[src/verilog/tpw_pkg.sv]
// Package: register map, field layout and constants of the 8-bit period/PWM timer
//
// Operation
// - The upper four bits of the control register choose the timer clock source from system clock, fast RC, slow RC, crystal, two port pins or the comparator.
// - With the fast RC as source, timer ticks keep coming while the processor is halted by an emulator.
// - Control bits 3 down to 2 route the timer output to one of three port pins.
// - A prescaler divides the chosen clock by 1, 4, 16 or 64 as scaling bits 6 down to 5 select.
// - A scaler then divides by scaling bits 4 down to 0 plus one, from 1 to 32.
// - The counter is 8 bits, counts up only, and software can write and read it.
// - In period mode the counter returns to zero when it reaches the upper bound.
// - The upper bound sets the period in period mode and the duty in PWM mode.
// - Period mode gives a periodic output and event; PWM mode gives 6, 7 or 8-bit PWM.
// - Period mode output is a 50% square wave at clock over 2 times bound+1 times prescale times scale+1.
// - 8-bit PWM applies when control bit 1 is set and scaling bit 7 is clear.
// - 8-bit PWM runs at clock over 256 times prescale times scale+1, high for bound+1 of 256 steps.
// - With the comparator gate option, PWM output is held off while the comparator is 1.
// - 6-bit PWM applies when control bit 1 and scaling bit 7 are both set, with 64 steps.
// - A build option turns 6-bit PWM into 7-bit PWM with 128 steps.
package tpw_pkg;

    // Register bus widths
    localparam int unsigned TPW_AW = 3;
    localparam int unsigned TPW_DW = 8;

    // Register indices
    localparam logic [2:0] TPW_OFS_CTRL = 3'h0;
    localparam logic [2:0] TPW_OFS_COUNT = 3'h1;
    localparam logic [2:0] TPW_OFS_SCALE = 3'h2;
    localparam logic [2:0] TPW_OFS_BOUND = 3'h3;
    localparam logic [2:0] TPW_OFS_IRQ_STAT = 3'h4;
    localparam logic [2:0] TPW_OFS_IRQ_MASK = 3'h5;

    // Reset values
    localparam logic [7:0] TPW_RST_CTRL = 8'h00;
    localparam logic [7:0] TPW_RST_COUNT = 8'h00;
    localparam logic [7:0] TPW_RST_SCALE = 8'h00;
    localparam logic [7:0] TPW_RST_BOUND = 8'h00;
    localparam logic [0:0] TPW_RST_IRQ = 1'h0;

    // Clock source codes in control bits 7:4
    localparam logic [3:0] TPW_SRC_STOP = 4'h0;
    localparam logic [3:0] TPW_SRC_SYS = 4'h1;
    localparam logic [3:0] TPW_SRC_FAST_RC = 4'h2;
    localparam logic [3:0] TPW_SRC_CRYSTAL = 4'h3;
    localparam logic [3:0] TPW_SRC_SLOW_RC = 4'h4;
    localparam logic [3:0] TPW_SRC_COMP = 4'h5;
    localparam logic [3:0] TPW_SRC_PORT_A_BIT0 = 4'h6;
    localparam logic [3:0] TPW_SRC_PORT_A_BIT4 = 4'h7;

    // Output pin select codes in control bits 3:2
    localparam logic [1:0] TPW_OUT_NONE = 2'h0;
    localparam logic [1:0] TPW_OUT_PORT_A_BIT5 = 2'h1;
    localparam logic [1:0] TPW_OUT_PORT_A_BIT3 = 2'h2;
    localparam logic [1:0] TPW_OUT_PORT_A_BIT4 = 2'h3;

    // Synchroniser lane positions of the asynchronous inputs
    localparam int unsigned TPW_NSYNC = 6;
    localparam int unsigned TPW_LN_FAST_RC = 0;
    localparam int unsigned TPW_LN_SLOW_RC = 1;
    localparam int unsigned TPW_LN_CRYSTAL = 2;
    localparam int unsigned TPW_LN_PORT_A_BIT0 = 3;
    localparam int unsigned TPW_LN_PORT_A_BIT4 = 4;
    localparam int unsigned TPW_LN_COMP = 5;

    // Prescaler terminal counts for 1, 4, 16, 64
    localparam logic [5:0] TPW_PRE_TC1 = 6'h00;
    localparam logic [5:0] TPW_PRE_TC4 = 6'h03;
    localparam logic [5:0] TPW_PRE_TC16 = 6'h0f;
    localparam logic [5:0] TPW_PRE_TC64 = 6'h3f;

    // PWM counter tops for 8, 7 and 6-bit resolution
    localparam logic [7:0] TPW_TOP8 = 8'hff;
    localparam logic [7:0] TPW_TOP7 = 8'h7f;
    localparam logic [7:0] TPW_TOP6 = 8'h3f;

    // Control register layout
    typedef struct packed {
        logic [3:0] src;
        logic [1:0] out_sel;
        logic pwm_en;
        logic rsvd;
    } tpw_ctrl_t;

    // Scaling register layout
    typedef struct packed {
        logic low_res;
        logic [1:0] pre;
        logic [4:0] div;
    } tpw_scale_t;

    // Pin drive group
    typedef struct packed {
        logic port_a_bit5;
        logic port_a_bit3;
        logic port_a_bit4;
    } tpw_pins_t;

endpackage : tpw_pkg

[src/verilog/tpw_timer.sv]
// Module: 8-bit up-counting timer with period and PWM output
`timescale 1ns/1ps
`default_nettype none
module tpw_timer
    import tpw_pkg::*;
#(
    parameter bit GATE_OPT = 1'b0,
    parameter bit RES7_OPT = 1'b0
) (
    // Clock and reset
    input wire logic i_ref_clk,
    input wire logic i_rstn,
    // Register port
    input wire logic [TPW_AW-1:0] i_addr,
    input wire logic [TPW_DW-1:0] i_wr_data,
    input wire logic i_wr_stb,
    input wire logic i_rd_stb,
    output logic [TPW_DW-1:0] o_rd_data,
    // Clock sources and comparator
    input wire logic i_cpu_halt,
    input wire logic i_fast_rc,
    input wire logic i_slow_rc,
    input wire logic i_crystal,
    input wire logic i_port_a_bit0,
    input wire logic i_port_a_bit4,
    input wire logic i_comp_out,
    // Output pins
    output tpw_pins_t o_pin_out,
    output tpw_pins_t o_pin_oe,
    // Interrupt
    output logic o_irq
);

    // Register state
    tpw_ctrl_t ctrl_r;
    tpw_scale_t scale_r;
    logic [7:0] bound_r;
    logic [7:0] count_r;
    logic [0:0] irq_stat_r;
    logic [0:0] irq_mask_r;
    logic [7:0] rd_data_r;
    logic wave_r;
    logic comp_lvl_r;

    // Synchroniser chain and decoded ticks
    logic [TPW_NSYNC-1:0] async_in;
    logic [TPW_NSYNC-1:0] sync1_r;
    logic [TPW_NSYNC-1:0] sync2_r;
    logic [TPW_NSYNC-1:0] sync3_r;
    logic [TPW_NSYNC-1:0] rise;
    logic [TPW_NSYNC-1:0] lvl_r;
    logic src_tick;
    logic [5:0] pre_cnt_r;
    logic [5:0] pre_tc;
    logic pre_tick;
    logic [4:0] div_cnt_r;
    logic timer_tick;
    logic [7:0] top;
    logic at_end;
    logic wrap_evt;
    logic pwm_level;
    logic timer_out;
    logic wr_ctrl;
    logic wr_count;
    logic wr_scale;
    logic wr_bound;
    logic wr_stat;
    logic wr_mask;

    // Prescaler terminal count from the select field
    function automatic logic [5:0] pre_tc_of(input logic [1:0] sel);
        logic [5:0] tc;
        tc = TPW_PRE_TC1;
        case (sel)
            2'h0: tc = TPW_PRE_TC1;
            2'h1: tc = TPW_PRE_TC4;
            2'h2: tc = TPW_PRE_TC16;
            default: tc = TPW_PRE_TC64;
        endcase
        return tc;
    endfunction : pre_tc_of

    // Address decode of the write strobe
    always_comb begin
        wr_ctrl = 1'b0;
        wr_count = 1'b0;
        wr_scale = 1'b0;
        wr_bound = 1'b0;
        wr_stat = 1'b0;
        wr_mask = 1'b0;
        if (i_wr_stb && i_addr == TPW_OFS_CTRL) begin
            wr_ctrl = 1'b1;
        end else if (i_wr_stb && i_addr == TPW_OFS_COUNT) begin
            wr_count = 1'b1;
        end else if (i_wr_stb && i_addr == TPW_OFS_SCALE) begin
            wr_scale = 1'b1;
        end else if (i_wr_stb && i_addr == TPW_OFS_BOUND) begin
            wr_bound = 1'b1;
        end else if (i_wr_stb && i_addr == TPW_OFS_IRQ_STAT) begin
            wr_stat = 1'b1;
        end else if (i_wr_stb && i_addr == TPW_OFS_IRQ_MASK) begin
            wr_mask = 1'b1;
        end
    end

    // Configuration registers
    always_ff @(posedge i_ref_clk or negedge i_rstn) begin
        if (!i_rstn) begin
            ctrl_r <= tpw_ctrl_t'(TPW_RST_CTRL);
            scale_r <= tpw_scale_t'(TPW_RST_SCALE);
            bound_r <= TPW_RST_BOUND;
            irq_mask_r <= TPW_RST_IRQ;
        end else begin
            if (wr_ctrl) begin
                ctrl_r <= tpw_ctrl_t'({i_wr_data[7:1], 1'b0});
            end
            if (wr_scale) begin
                scale_r <= tpw_scale_t'(i_wr_data);
            end
            if (wr_bound) begin
                bound_r <= i_wr_data;
            end
            if (wr_mask) begin
                irq_mask_r <= i_wr_data[0:0];
            end
        end
    end

    // Read data stands only in the cycle after the strobe; unmapped reads give zero
    always_ff @(posedge i_ref_clk or negedge i_rstn) begin
        if (!i_rstn) begin
            rd_data_r <= 8'h00;
        end else if (!i_rd_stb) begin
            rd_data_r <= 8'h00;
        end else if (i_addr == TPW_OFS_CTRL) begin
            rd_data_r <= ctrl_r;
        end else if (i_addr == TPW_OFS_COUNT) begin
            rd_data_r <= count_r;
        end else if (i_addr == TPW_OFS_SCALE) begin
            rd_data_r <= scale_r;
        end else if (i_addr == TPW_OFS_BOUND) begin
            rd_data_r <= bound_r;
        end else if (i_addr == TPW_OFS_IRQ_STAT) begin
            rd_data_r <= {7'h00, irq_stat_r};
        end else if (i_addr == TPW_OFS_IRQ_MASK) begin
            rd_data_r <= {7'h00, irq_mask_r};
        end else begin
            rd_data_r <= 8'h00;
        end
    end

    assign o_rd_data = rd_data_r;

    // Pin and foreign clock inputs gathered into synchroniser lanes
    always_comb begin
        async_in = '0;
        async_in[TPW_LN_FAST_RC] = i_fast_rc;
        async_in[TPW_LN_SLOW_RC] = i_slow_rc;
        async_in[TPW_LN_CRYSTAL] = i_crystal;
        async_in[TPW_LN_PORT_A_BIT0] = i_port_a_bit0;
        async_in[TPW_LN_PORT_A_BIT4] = i_port_a_bit4;
        async_in[TPW_LN_COMP] = i_comp_out;
    end

    // Three flops per lane; only stages two and three are compared
    genvar gi;
    generate
        for (gi = 0; gi < TPW_NSYNC; gi++) begin : g_sync
            always_ff @(posedge i_ref_clk or negedge i_rstn) begin
                if (!i_rstn) begin
                    sync1_r[gi] <= 1'b0;
                    sync2_r[gi] <= 1'b0;
                    sync3_r[gi] <= 1'b0;
                    lvl_r[gi] <= 1'b0;
                end else begin
                    sync1_r[gi] <= async_in[gi];
                    sync2_r[gi] <= sync1_r[gi];
                    sync3_r[gi] <= sync2_r[gi];
                    // Agreed level; a single-cycle glitch never counts
                    if (sync2_r[gi] == sync3_r[gi]) begin
                        lvl_r[gi] <= sync3_r[gi];
                    end
                end
            end
            assign rise[gi] = sync2_r[gi] & sync3_r[gi] & ~lvl_r[gi];
        end
    endgenerate

    // Comparator level changes only once stages two and three agree
    always_ff @(posedge i_ref_clk or negedge i_rstn) begin
        if (!i_rstn) begin
            comp_lvl_r <= 1'b0;
        end else if (sync2_r[TPW_LN_COMP] == sync3_r[TPW_LN_COMP]) begin
            comp_lvl_r <= sync3_r[TPW_LN_COMP];
        end
    end

    // Source select; a halt freezes every source but the fast RC
    always_comb begin
        src_tick = 1'b0;
        case (ctrl_r.src)
            TPW_SRC_SYS: src_tick = ~i_cpu_halt;
            TPW_SRC_FAST_RC: src_tick = rise[TPW_LN_FAST_RC];
            TPW_SRC_CRYSTAL: src_tick = rise[TPW_LN_CRYSTAL] & ~i_cpu_halt;
            TPW_SRC_SLOW_RC: src_tick = rise[TPW_LN_SLOW_RC] & ~i_cpu_halt;
            TPW_SRC_COMP: src_tick = rise[TPW_LN_COMP] & ~i_cpu_halt;
            TPW_SRC_PORT_A_BIT0: src_tick = rise[TPW_LN_PORT_A_BIT0] & ~i_cpu_halt;
            TPW_SRC_PORT_A_BIT4: src_tick = rise[TPW_LN_PORT_A_BIT4] & ~i_cpu_halt;
            default: src_tick = 1'b0;
        endcase
    end

    // Prescaler divides source ticks by 1, 4, 16 or 64
    assign pre_tc = pre_tc_of(scale_r.pre);
    assign pre_tick = src_tick && (pre_cnt_r >= pre_tc);

    always_ff @(posedge i_ref_clk or negedge i_rstn) begin
        if (!i_rstn) begin
            pre_cnt_r <= 6'h00;
        end else if (pre_tick) begin
            pre_cnt_r <= 6'h00;
        end else if (src_tick) begin
            pre_cnt_r <= pre_cnt_r + 6'h01;
        end
    end

    // Scaler divides by the field value plus one; a lowered value ends the run early
    assign timer_tick = pre_tick && (div_cnt_r >= scale_r.div);

    always_ff @(posedge i_ref_clk or negedge i_rstn) begin
        if (!i_rstn) begin
            div_cnt_r <= 5'h00;
        end else if (timer_tick) begin
            div_cnt_r <= 5'h00;
        end else if (pre_tick) begin
            div_cnt_r <= div_cnt_r + 5'h01;
        end
    end

    // End of count: bound in period mode, resolution top in PWM mode
    always_comb begin
        top = TPW_TOP8;
        if (scale_r.low_res) begin
            top = RES7_OPT ? TPW_TOP7 : TPW_TOP6;
        end
    end

    assign at_end = ctrl_r.pwm_en ? (count_r == top) : (count_r == bound_r);
    assign wrap_evt = timer_tick && at_end;

    // Counter; a software write wins over a tick in the same cycle
    always_ff @(posedge i_ref_clk or negedge i_rstn) begin
        if (!i_rstn) begin
            count_r <= TPW_RST_COUNT;
        end else if (wr_count) begin
            count_r <= i_wr_data;
        end else if (wrap_evt) begin
            count_r <= 8'h00;
        end else if (timer_tick) begin
            count_r <= count_r + 8'h01;
        end
    end

    // Period square wave; two wraps make one output cycle
    always_ff @(posedge i_ref_clk or negedge i_rstn) begin
        if (!i_rstn) begin
            wave_r <= 1'b0;
        end else if (ctrl_r.pwm_en) begin
            wave_r <= 1'b0;
        end else if (wrap_evt) begin
            wave_r <= ~wave_r;
        end
    end

    // PWM level from counter against bound, gated by comparator if built in
    assign pwm_level = (count_r <= bound_r) && !(GATE_OPT && comp_lvl_r);
    assign timer_out = ctrl_r.pwm_en ? pwm_level : wave_r;

    // Output routing to one of three pins; unselected pins stay undriven
    always_ff @(posedge i_ref_clk or negedge i_rstn) begin
        if (!i_rstn) begin
            o_pin_out <= '0;
            o_pin_oe <= '0;
        end else begin
            o_pin_out <= '0;
            o_pin_oe <= '0;
            case (ctrl_r.out_sel)
                TPW_OUT_PORT_A_BIT5: begin
                    o_pin_out.port_a_bit5 <= timer_out;
                    o_pin_oe.port_a_bit5 <= 1'b1;
                end
                TPW_OUT_PORT_A_BIT3: begin
                    o_pin_out.port_a_bit3 <= timer_out;
                    o_pin_oe.port_a_bit3 <= 1'b1;
                end
                TPW_OUT_PORT_A_BIT4: begin
                    o_pin_out.port_a_bit4 <= timer_out;
                    o_pin_oe.port_a_bit4 <= 1'b1;
                end
                default: begin
                    o_pin_out <= '0;
                    o_pin_oe <= '0;
                end
            endcase
        end
    end

    // Sticky wrap flag; a new event beats a write-one clear
    always_ff @(posedge i_ref_clk or negedge i_rstn) begin
        if (!i_rstn) begin
            irq_stat_r <= TPW_RST_IRQ;
        end else if (wrap_evt) begin
            irq_stat_r <= 1'b1;
        end else if (wr_stat && i_wr_data[0]) begin
            irq_stat_r <= 1'b0;
        end
    end

    assign o_irq = |(irq_stat_r & irq_mask_r);

endmodule : tpw_timer
`default_nettype wire

[config.mk]
export PLATFORM = sky130hd
export DESIGN_NAME = tpw_timer
export DESIGN_NICKNAME = d
export VERILOG_FILES = /design/src/verilog/tpw_pkg.sv /design/src/verilog/tpw_timer.sv
export SDC_FILE = /design/constraint.sdc
export NUM_CORES = 1
export LEC_CHECK = 0
export ABC_AREA = 0
export BUFFER_PORTS_ARGS = -buffer_cell sky130_fd_sc_hd__buf_2
export CAP_MARGIN = 20
export CORE_AREA = 2 2 93 95
export CTS_CLUSTER_DIAMETER = 100
export DETAILED_ROUTE_END_ITERATION = 12
export DIE_AREA = 0 0 95 97
export PLACE_DENSITY = 0.68
export SYNTH_ARGS = -nofsm -noshare
export SYNTH_HDL_FRONTEND = slang
export SYNTH_SLANG_ARGS = --single-unit
[constraint.sdc]
create_clock -name i_ref_clk -period 3.35 [get_ports i_ref_clk]
set_clock_uncertainty 0.15 [all_clocks]
set_input_delay 0.67 -clock i_ref_clk [delete_from_list [all_inputs] [get_ports i_ref_clk]]
set_output_delay 0.67 -clock i_ref_clk [all_outputs]
set_load 0.01 [all_outputs]
; ---- Yosys cells after proc, flatten, opt, wreduce, memory -nomap -nowiden
; Cells that the tools add are included.
[op_classes]
order_cmp = 3
n_mux = 50
addsub = 3
n_bitwise = 26
reduce_logical = 17
eq_ne = 25
[op_table]
columns = op, n
row1 = two-way mux 8 bit, 9
row2 = two-way mux 1 bit, 35
row3 = AND 1 bit, 18
row4 = case mux 6 bit (3 select lines), 1
row5 = "== test 4 x 3 -> 1 bit, second input constant", 4
row6 = == test 8 bit, 2
row7 = two-way mux 6 bit, 2
row8 = logical AND 1 bit, 10
row9 = two-way mux 5 bit, 2
row10 = "adder 8 x 1 -> 8 bit, second input constant", 1
row11 = "== test 4 x 2 -> 1 bit, second input constant", 2
row12 = <= comparator 8 bit, 1
row13 = NOT 1 bit, 8
row14 = nonzero test 2 bit, 4
row15 = case mux 1 bit (7 select lines), 1
row16 = "adder 6 x 1 -> 6 bit, second input constant", 1
row17 = == test 1 bit, 6
row18 = "== test 2 bit, second input constant", 3
row19 = "== test 3 x 2 -> 1 bit, second input constant", 2
row20 = "== test 3 bit, second input constant", 2
row21 = greater-or-equal comparator 6 bit, 1
row22 = "adder 5 x 1 -> 5 bit, second input constant", 1
row23 = greater-or-equal comparator 5 bit, 1
row24 = "== test 2 x 1 -> 1 bit, second input constant", 2
row25 = 5 further kinds, 5
[totals]
output_inout_bits = 15
in_bits = 22
regBits = 83

; ---- Longest topological paths before layout
; Gate-level depths: netlist of run 1.
[depth]
ltp_word = 10
mapped_depth = 10
mapped_depth_nobuf = 9

; ---- Worst setup path after synthesis of run 1
; Ideal clock, no wire load.
[synth_path]
path_kind = flip-flop to flip-flop
startpoint = register scale_r[6] (netlist bit)
endpoint = register wave_r
period_less_slack_ns = 2.685
t_required_ns = 3.122
slack_ns = 0.665
n_path_buf = 1
arrival_ns = 2.457
stages_incl_launch_ff = 10
path_cell_list = dfrtp_1 or2_2 ha_1 nor2b_1 o21ai_0 a221oi_1 or3_1 buf_2 or4_1 a21oi_1
[synth_via]
elab_chain_cells = 7
word_cells_on_any_way = 9
[synth_rtl]
columns = item, line
row1 = from (decl), tpw_timer.sv:36  ; tpw_scale_t scale_r;
row2 = from (signal assigned), tpw_timer.sv:110  ; scale_r <= tpw_scale_t'(TPW_RST_SCALE);
row3 = from (signal assigned), tpw_timer.sv:118  ; scale_r <= tpw_scale_t'(i_wr_data);
row4 = == test 2 bit (tied with other cells), tpw_timer.sv:74  ; case (sel)
row5 = case mux 6 bit (3 select lines) (*), tpw_timer.sv:74
row6 = greater-or-equal comparator 6 bit (*), tpw_timer.sv:215  ; assign pre_tick = src_tick && (pre_cnt_r >= pre_tc);
row7 = logical AND 1 bit (*), tpw_timer.sv:215
row8 = logical AND 1 bit (*), tpw_timer.sv:228  ; assign timer_tick = pre_tick && (div_cnt_r >= scale_r.div);
row9 = logical AND 1 bit (*), tpw_timer.sv:249  ; assign wrap_evt = timer_tick && at_end;
row10 = nonzero test 2 bit (no source line) (*), n/a
row11 = to (signal assigned), tpw_timer.sv:271  ; wave_r <= ~wave_r;
row12 = to (decl), tpw_timer.sv:42  ; logic wave_r;
; Every way passes the cells marked *; elsewhere a longest branch is shown, timed or not.
; A chain may end at the register's enable or synchronous reset.

; ---- Final worst setup path of run 1
[layout_path]
startpoint = register ctrl_r[6] (netlist bit)
endpoint = register count_r[4]
[layout_via]
elab_chain_cells = 7
word_cells_on_any_way = 14
[layout_rtl]
columns = item, line
row1 = from (decl), tpw_timer.sv:35  ; tpw_ctrl_t ctrl_r;
row2 = from (signal assigned), tpw_timer.sv:109  ; ctrl_r <= tpw_ctrl_t'(TPW_RST_CTRL);
row3 = from (signal assigned), tpw_timer.sv:115  ; ctrl_r <= tpw_ctrl_t'({i_wr_data[7:1], 1'b0});
row4 = == test 4 x 3 -> 1 bit (tied with other cells), tpw_timer.sv:201  ; case (ctrl_r.src)
row5 = case mux 1 bit (7 select lines) (*), tpw_timer.sv:201
row6 = logical AND 1 bit (*), tpw_timer.sv:215
row7 = logical AND 1 bit (*), tpw_timer.sv:228
row8 = logical AND 1 bit, tpw_timer.sv:249
row9 = two-way mux 8 bit, tpw_timer.sv:257  ; end else if (wrap_evt) begin
row10 = two-way mux 8 bit, tpw_timer.sv:255  ; end else if (wr_count) begin
row11 = to (signal assigned), tpw_timer.sv:256  ; count_r <= i_wr_data;
row12 = to (signal assigned), tpw_timer.sv:260  ; count_r <= count_r + 8'h01;
row13 = to (decl), tpw_timer.sv:38  ; logic [7:0] count_r;
; Marks and branches as above.

==> flow_summary_export.csv, run 1 <==
group,metric,value,unit
yosys,syn_inst,366,
finish,nFillCells,701,
finish,layout_commonest_cell,"dfrtp_1",
placement,gp_congestion,0.854,
clocking,clockBufferDepth,2,
floorplan,die_area,9220,um2
finish,insertedDiodeCount,0,
detailed_routing,drcViolationCount,0,
run,maxCapViolations,0,
sta,fin_crit_sh,0.887,
setup_path,crit_buf_inv,0,
yosys,syn-num-nets,416,
finish,areaGrowthSynthToFinish,14.7,%
yosys,yosysWarnings,0,
pwr,cellPowerDensity,655,nW/um2
yosys,synth_edf_count,0,
global_route,track_usage,0.202,
yosys,synthFlopType,"dfrtp_1",
sta,tns,0,ps
setup_path,cp_data_required_time,3470,ps
clocking,root_buffer,"clkbuf_8",
setup_path,cp-end-kind,"register",
clocking,cts_made_buffers,9,
worst_hold_path,min_path_type,"register to register",
setup_path,slowest_stage,"or3_1",
pwr,ir_drop,0.266,mV
finish,layout_common_cells,"dfrtp_1 (83), buf_2 (35), o21ai_0 (30)",
sta,setup-violations-final,0,
setup_path,critPathMaxStageDelay,580,ps
pwr,total_leakage_power,2.13,nW
global_route,grt_pass1_wl,14400,um
detailed_routing,num_vias,2941,
worst_hold_path,min_from,"sync1_r[1]",
sta,worst_pin_slew,678,ps
yosys,async_flop_share,1.00,
detailed_routing,ant_nets,0,
yosys,synth.area.top_cells,"dfrtp_1 (52%), ha_1 (8.7%), mux2_2 (7.3%)",
yosys,synth.avg_cell_area,11.0,um2
sta,slew_headroom,0.547,
yosys,syn_area,4010,um2
finish,seqCellArea,2080,um2
clocking,clock_latency,350,ps
finish,final_util,0.566,
setup_path,r2r_slack,380,ps
sta,max_freq,0.336,GHz
finish,layout-drive-gt1-share,0.214,
yosys,synth_top_area_cell,"dfrtp_1",
floorplan,rows,33,
setup_path,crit_type,"register to register",
global_route,first_global_vias,2909,
setup_path,r2r_start,"ctrl_r[6]",
clocking,cts_tree,"done",
finish,multiInputGateArea,1840,um2
clocking,cts.clk_slew.worst_paths,90,ps
setup_path,worstPathCellList,"or4b_1, nor3b_2, o22ai_2, or3_1, or4b_1, a31oi_1",
global_route,antenna_found_initial,0,
setup_path,cp-start-kind,"register",
placement,io_buffer_count,36,
floorplan,dieHeight,97,um
yosys,synth_cell_types,49,
setup_path,cpMostUsedCell,"or4b_1",
detailed_routing,totalWireLength,8580,um
sta,rsz0062_at_grt,"false",
floorplan,ios,37,
yosys,synth_top_area_frac,0.517,
detailed_routing,vias_per_cell,5.64,
sta,hold_violations,0,
floorplan,die_x,95,um
sta,slew_viol_final,0,
clocking,htreeDepth,3,
outcome,outcome,"finished, final reports clean",
sta,fin_crit,2970,ps
yosys,yosysSeqAreaShare,0.517,
global_route,gr-total-overflow,0,
setup_path,path_delay_family,"simple AND/OR/NAND/NOR gates",
clocking,cts_sinks,83,
setup_path,crit_path_max_fanout,15,
setup_path,crit_arrival,3100,ps
detailed_routing,dr.pass1.iters,4,
floorplan,floorplan.initialDensity,0.493,
detailed_routing,wl_per_cell,16.5,um
floorplan,core_area,8130,um2
finish,nets,461,
detailed_routing,drtIter0Drc,189,
global_route,grt_max_degree,84,
yosys,synth-seq-cells,83,
pwr,p_total,3.02,mW
setup_path,crit_start,"ctrl_r[6]",
placement,dp_hpwl,5920,um
[per-stage QoR]
stage	hold slack, ps	std cells	worst slack [ps]	cell area (um2)
after floorplan	181	366	665	4010
after global placement	182	503	496	4340
after detailed placement	186	503	439	4340
after CTS	206	519	388	4570
after global routing	214	521	172	4610
final	204	521	377	4610
[logic make-up (layout without fill, tap and decap cells)]
kind of cell	Yosys count	count (layout)	share of synthesized area
AOI/OAI and AO/OA	80	80	0.126
buffers and inverters	27	77	0.0256
and+or+nand+nor	114	114	0.151
adders and majority gates	28	28	0.0873
DFF	83	83	0.517
muxes	34	34	0.0929
[timing repair]
item	CTS	global route
buffers inserted	0	0
hold buffers	0	1
endpoints found under the hold margin	0	3
endpoints found under the setup margin	0	0
gates resized for setup	0	0
[layer usage]
metal / GRT usage / vias to the layer above / share of wire
li1: - / 1418 / -
met1: 0.283 / 1454 / 0.46
met2: 0.310 / 59 / 0.49
met3: 0.0335 / 10 / 0.033
met4: 0.0825 / 0 / 0.014
met5: 0 / - / 0
[report_power, final]
group          switching [mW]  internal [mW]  leakage [nW]  total [mW]
clock network           0.381          0.447         0.113       0.828
registers               0.191           1.18          1.01        1.38
logic                   0.432          0.380          1.00       0.812
total                    1.01           2.01          2.13        3.02
[area by class of cell]
| cell class | count | area share |
|---|---|---|
| flip-flops and latches | 83 | 0.451 |
| multi-input cells | 256 | 0.400 |
| repair buffers | 43 | 0.0560 |
| clock buffers | 10 | 0.0299 |
| well taps | 105 | 0.0285 |
| clock inverters | 6 | 0.0204 |
| inverters | 18 | 0.0147 |
[state kept, by name (all words and copies together), names as in the netlist]
name        count
bound_r         8
wave_r          1
sync1_r         6
sync3_r         6
o_rd_data       8
o_pin_out       3
pre_cnt_r       6
div_cnt_r       5
scale_r         8
ctrl_r          7
irq_stat_r      1
lvl_r           6
sync2_r         6
irq_mask_r      1
o_pin_oe        3
count_r         8
[worst paths after layout]
| kind | end | depth (start not counted) |
|---|---|---|
| worst max register to register | count_r[4] | 6 |
| worst max-delay path | count_r[4] | 6 |
| worst min-delay path | sync2_r[1] | 0 |
| max in group asynchronous | bound_r[0] | 3 |
| worst min register to register | sync2_r[1] | 0 |
| min in group asynchronous | bound_r[2] | 2 |
[worst register-to-register path: stages (launching register included)]
cell,delay [ps]
dfrtp_1,460
or4b_1,560
nor3b_2,190
o22ai_2,210
or3_1,590
or4b_1,550
a31oi_1,190
[Yosys cell counts, types with 8 or more instances]
master	n
o21ai_0	30
a21oi_1	12
inv_1	18
and3_1	8
mux2i_1	8
nand3_1	13
a211oi_1	8
ha_1	28
nand2b_1	9
dfrtp_1	83
nand2_1	22
nor2_1	28
mux2_2	26
(Power assumes the default switching activity.)
==> run 2: changes to the inputs <==
--- a/config.mk
+++ b/config.mk
@@ -6,12 +6,12 @@
 export NUM_CORES = 1
 export LEC_CHECK = 0
 export ABC_AREA = 0
-export BUFFER_PORTS_ARGS = -buffer_cell sky130_fd_sc_hd__buf_2
+export BUFFER_PORTS_ARGS = -buffer_cell sky130_fd_sc_hd__buf_4
 export CAP_MARGIN = 20
-export CORE_AREA = 2 2 93 95
+export CORE_AREA = 5 5 96 98
 export CTS_CLUSTER_DIAMETER = 100
 export DETAILED_ROUTE_END_ITERATION = 12
-export DIE_AREA = 0 0 95 97
+export DIE_AREA = 0 0 101 103
 export PLACE_DENSITY = 0.68
 export SYNTH_ARGS = -nofsm -noshare
 export SYNTH_HDL_FRONTEND = slang
==> run 2 against run 1 <==
  * Flip-flop and latch count unchanged
  * Final area is 0.52% higher
  * Combinational power rose by 2%
  * Sequential share of layout area decreased by 0.23 points
  * Critical endpoint unchanged
==> flow_summary_export.csv, run 2 (synthesis gave the netlist of run 1 again) <==
group,metric,value,unit
clocking,cts_sinks,83,
global_route,first_global_vias,2806,
floorplan,ios,37,
run,maxCapViolations,0,
sta,setup-violations-final,0,
finish,seqCellArea,2080,um2
setup_path,cp-start-kind,"register",
floorplan,floorplan.initialDensity,0.479,
clocking,cts_tree,"done",
setup_path,crit_type,"register to register",
setup_path,cp_data_required_time,3460,ps
worst_hold_path,min_path_type,"primary input to asynchronous set/reset pin",
detailed_routing,totalWireLength,8390,um
floorplan,core_area,8380,um2
finish,insertedDiodeCount,0,
clocking,cts.clk_slew.worst_paths,90,ps
global_route,grt_pass1_wl,14100,um
finish,nets,460,
setup_path,crit_path_max_fanout,11,
detailed_routing,wl_per_cell,16.0,um
floorplan,rows,34,
placement,gp_congestion,0.863,
global_route,track_usage,0.175,
sta,slew_headroom,0.562,
detailed_routing,ant_nets,0,
detailed_routing,drtIter0Drc,104,
sta,fin_crit_sh,0.890,
global_route,grt_max_degree,84,
pwr,cellPowerDensity,618,nW/um2
setup_path,slowest_stage,"or4b_1",
sta,slew_viol_final,0,
clocking,clockBufferDepth,2,
clocking,cts_setup_buffers,0,
detailed_routing,vias_per_cell,5.57,
placement,dp_hpwl,5960,um
floorplan,dieHeight,103,um
finish,layout_common_cells,"dfrtp_1 (83), buf_4 (40), o21ai_0 (30)",
setup_path,worstPathCellList,"or2_2, ha_1, nor2b_1, o21ai_0, a221oi_1, or3_1, or4b_1, a31oi_1",
pwr,ir_drop,0.263,mV
clocking,root_buffer,"clkbuf_8",
setup_path,crit_arrival,3090,ps
finish,layout-drive-gt1-share,0.212,
sta,tns,0,ps
finish,multiInputGateArea,1840,um2
sta,rsz0062_at_grt,"false",
detailed_routing,num_vias,2911,
clocking,hold_buffers,0,
global_route,antenna_found_initial,0,
sta,worst_pin_slew,653,ps
setup_path,cp-end-kind,"register",
pwr,total_leakage_power,2.11,nW
detailed_routing,dr.pass1.iters,4,
sta,fin_crit,2980,ps
finish,nFillCells,723,
finish,fin_cells,523,
placement,place_inst,505,
sta,max_freq,0.335,GHz
clocking,clock_latency,350,ps
sta,hold_violations,0,
detailed_routing,drcViolationCount,0,
clocking,cts_resized,0,
clocking,cts_made_buffers,9,
setup_path,critPathMaxStageDelay,560,ps
finish,areaGrowthSynthToFinish,15.3,%
finish,layout_commonest_cell,"dfrtp_1",
outcome,outcome,"finished, final reports clean",
global_route,gr-total-overflow,0,
floorplan,die_x,101,um
floorplan,die_area,10400,um2
placement,io_buffer_count,36,
clocking,htreeDepth,3,
==> run 2: final cells by class <==
class,instances,area share
sequential,83,0.449
multi-input combinational,256,0.398
timing repair buffer,42,0.0719
tap,108,0.0292
clock buffer,10,0.0276
inverter,18,0.0146
clock inverter,6,0.0105
==> run 2: final timing paths <==
check | from | endpoint | slack (ps) | cells after the start
hold reg to reg | sync1_r[4] | sync2_r[4] | 200 | 0
max in group asynchronous | i_rstn | scale_r[6] | 2350 | 2
hold / removal | i_rstn | o_rd_data[2] | 110 | 1
min in group i_ref_clk | sync1_r[4] | sync2_r[4] | 200 | 0
setup / recovery | scale_r[6] | count_r[4] | 370 | 8
setup reg to reg | scale_r[6] | count_r[4] | 370 | 8
==> run 2: routing by layer <==
| layer | vias to the layer above | track usage | share of wire |
|---|---|---|---|
| li1 | 1423 | - | - |
| met5 | - | 0 | 0 |
| met1 | 1435 | 0.244 | 0.47 |
| met4 | 0 | 0.0552 | 0.014 |
| met3 | 7 | 0.0365 | 0.038 |
| met2 | 46 | 0.277 | 0.47 |
==> run 2: worst max-delay path: cells and delay by family, from the launching register on <==
kind / cells / cell delay [ps]
compound gates: 3 / 570
fa+ha+maj: 1 / 290
flops: 1 / 410
simple gates: 4 / 1470
==> run 2: metrics by stage <==
step	cell area [um2]	setup slack (ps)	util	total power [mW]	hold slack, ps
floorplan	4010	665	-	1.92	181
global placement	4420	532	0.527	2.17	182
detailed placement	4420	446	0.527	2.21	185
CTS	4600	366	0.549	2.88	206
global route	4630	114	0.552	3.08	121
finish	4630	369	0.552	2.86	105
==> run 2: power by group <==
| part | switching (mW) | leakage (nW) | internal (mW) | total, mW |
|---|---|---|---|---|
| registers | 0.190 | 1.01 | 1.19 | 1.38 |
| logic | 0.427 | 1.02 | 0.399 | 0.825 |
| clock network | 0.381 | 0.0852 | 0.279 | 0.660 |
==> run 3: changes to the inputs <==
--- a/config.mk
+++ b/config.mk
@@ -8,10 +8,10 @@
 export ABC_AREA = 0
 export BUFFER_PORTS_ARGS = -buffer_cell sky130_fd_sc_hd__buf_4
 export CAP_MARGIN = 20
-export CORE_AREA = 5 5 96 98
+export CORE_AREA = 5 5 101 93
 export CTS_CLUSTER_DIAMETER = 100
 export DETAILED_ROUTE_END_ITERATION = 12
-export DIE_AREA = 0 0 101 103
+export DIE_AREA = 0 0 106 98
 export PLACE_DENSITY = 0.68
 export SYNTH_ARGS = -nofsm -noshare
 export SYNTH_HDL_FRONTEND = slang
==> run 3 against run 2 <==
  * Count of clock-buffer cells in the layout fell by 1
  * Non-clock buffer count is the same
  * Sequential power is essentially flat
  * Sequential share of layout area about the same
  * Fmax up 1.6%
  * Critical path depth is the same
  * Highest routed layer unchanged
  * Via count fell by 0.58%
==> flow_summary_export.csv, run 3 (synthesis gave the netlist of run 1 again) <==
group,metric,value,unit
sta,hold_violations,0,
pwr,cellPowerDensity,621,nW/um2
setup_path,reg2reg_depth,8,
detailed_routing,totalWireLength,8300,um
setup_path,crit_arrival,3070,ps
setup_path,crit_path_max_fanout,11,
sta,fin_crit,2930,ps
setup_path,r2r_slack,420,ps
global_route,first_global_vias,2940,
sta,fin_hold_ws,34.7,ps
clocking,cts_sinks,83,
global_route,track_usage,0.174,
finish,areaGrowthSynthToFinish,15.4,%
placement,gp_congestion,0.856,
finish,layout-drive-gt1-share,0.214,
sta,setup-violations-final,0,
floorplan,rows,32,
finish,final_util,0.556,
floorplan,die_x,106,um
setup_path,cp-start-kind,"register",
finish,layout_commonest_cell,"dfrtp_1",
floorplan,die_area,10400,um2
detailed_routing,vias_per_cell,5.60,
finish,seqCellArea,2080,um2
placement,dp_hpwl,5900,um
detailed_routing,ant_nets,0,
finish,nFillCells,749,
clocking,cts_setup_buffers,0,
detailed_routing,wl_per_cell,16.0,um
floorplan,floorplan.initialDensity,0.482,
clocking,cts_resized,0,
clocking,htreeDepth,3,
finish,layout_common_cells,"dfrtp_1 (83), buf_4 (41), o21ai_0 (30)",
sta,fin_crit_sh,0.876,
clocking,cts_tree,"done",
sta,slew_headroom,0.584,
floorplan,core_area,8330,um2
pwr,ir_drop,0.221,mV
floorplan,dieHeight,98,um
pwr,p_total,2.88,mW
sta,max_freq,0.341,GHz
detailed_routing,num_vias,2894,
pwr,total_leakage_power,2.12,nW
setup_path,reg2reg_to,"count_r[4]",
detailed_routing,drcViolationCount,0,
clocking,clockBufferDepth,2,
run,maxCapViolations,0,
clocking,cts_made_buffers,9,
global_route,grt_pass1_wl,14600,um
clocking,hold_buffers,0,
placement,postPlaceCellArea,4420,um2
clocking,clock_latency,360,ps
finish,design_area,4630,um2
floorplan,ios,37,
setup_path,crit_type,"register to register",
sta,slew_viol_final,0,
global_route,gr-total-overflow,0,
setup_path,r2r_start,"scale_r[6]",
global_route,antenna_found_initial,0,
outcome,outcome,"finished, final reports clean",
detailed_routing,dr.pass1.iters,4,
setup_path,cp_data_required_time,3480,ps
worst_hold_path,min_path_type,"primary input to asynchronous set/reset pin",
finish,multiInputGateArea,1840,um2
placement,io_buffer_count,36,
sta,rsz0062_at_grt,"false",
setup_path,cp-end-kind,"register",
global_route,grt_max_degree,84,
finish,nets,460,
finish,insertedDiodeCount,0,
detailed_routing,drtIter0Drc,109,
clocking,cts.clk_slew.worst_paths,90,ps
sta,tns,0,ps
sta,worst_pin_slew,620,ps
clocking,root_buffer,"clkbuf_8",
## run 3: cell count changes in the layout (fill, tap and decap cells not counted)
cell and change:
clkbuf_1 -1, inv_8 +1, buf_4 +1, buf_2 -1
## run 3: layout make-up
class,count,share of cell area
Sequential cell,83,0.448
Multi-Input combinational cell,256,0.397
Timing Repair Buffer,42,0.0724
Tap cell,102,0.0276
Clock buffer,9,0.0267
Inverter,18,0.0146
Clock inverter,7,0.0130
## run 3: worst max path at each step
stage	from	end	slack, ps	depth (start not counted)
floorplan	scale_r[6]	wave_r	670	9
global placement	scale_r[6]	count_r[4]	550	8
detailed placement	scale_r[6]	count_r[4]	450	8
CTS	scale_r[6]	count_r[4]	430	8
global route	scale_r[6]	count_r[4]	270	8
finish	scale_r[6]	count_r[4]	420	8
## run 3: report_power, final
part / internal (mW) / switching (mW)
Combinational: 0.398 / 0.425
Sequential: 1.19 / 0.191
Clock: 0.283 / 0.395
Total: 1.87 / 1.01
## run 3: metrics by stage
stage               setup WS [ps]  cells
global route                  265    517
finish                        416    517
floorplan                     665    366
detailed placement            450    500
global placement              548    500
CTS                           427    516
## run 3: worst max-delay path, cell delays in order, from the launching register on
cell and delay (ps):
dfrtp_1 420, or2_2 320, ha_1 280, nor2b_1 40
o21ai_0 250, a221oi_1 140, or3_1 550, or4b_1 550
a31oi_1 180
## run 3: per-layer routing
layer	GRT usage	share of wire
met1	0.241	0.49
met2	0.272	0.46
met3	0.0357	0.027
met4	0.0677	0.021
met5	0	0
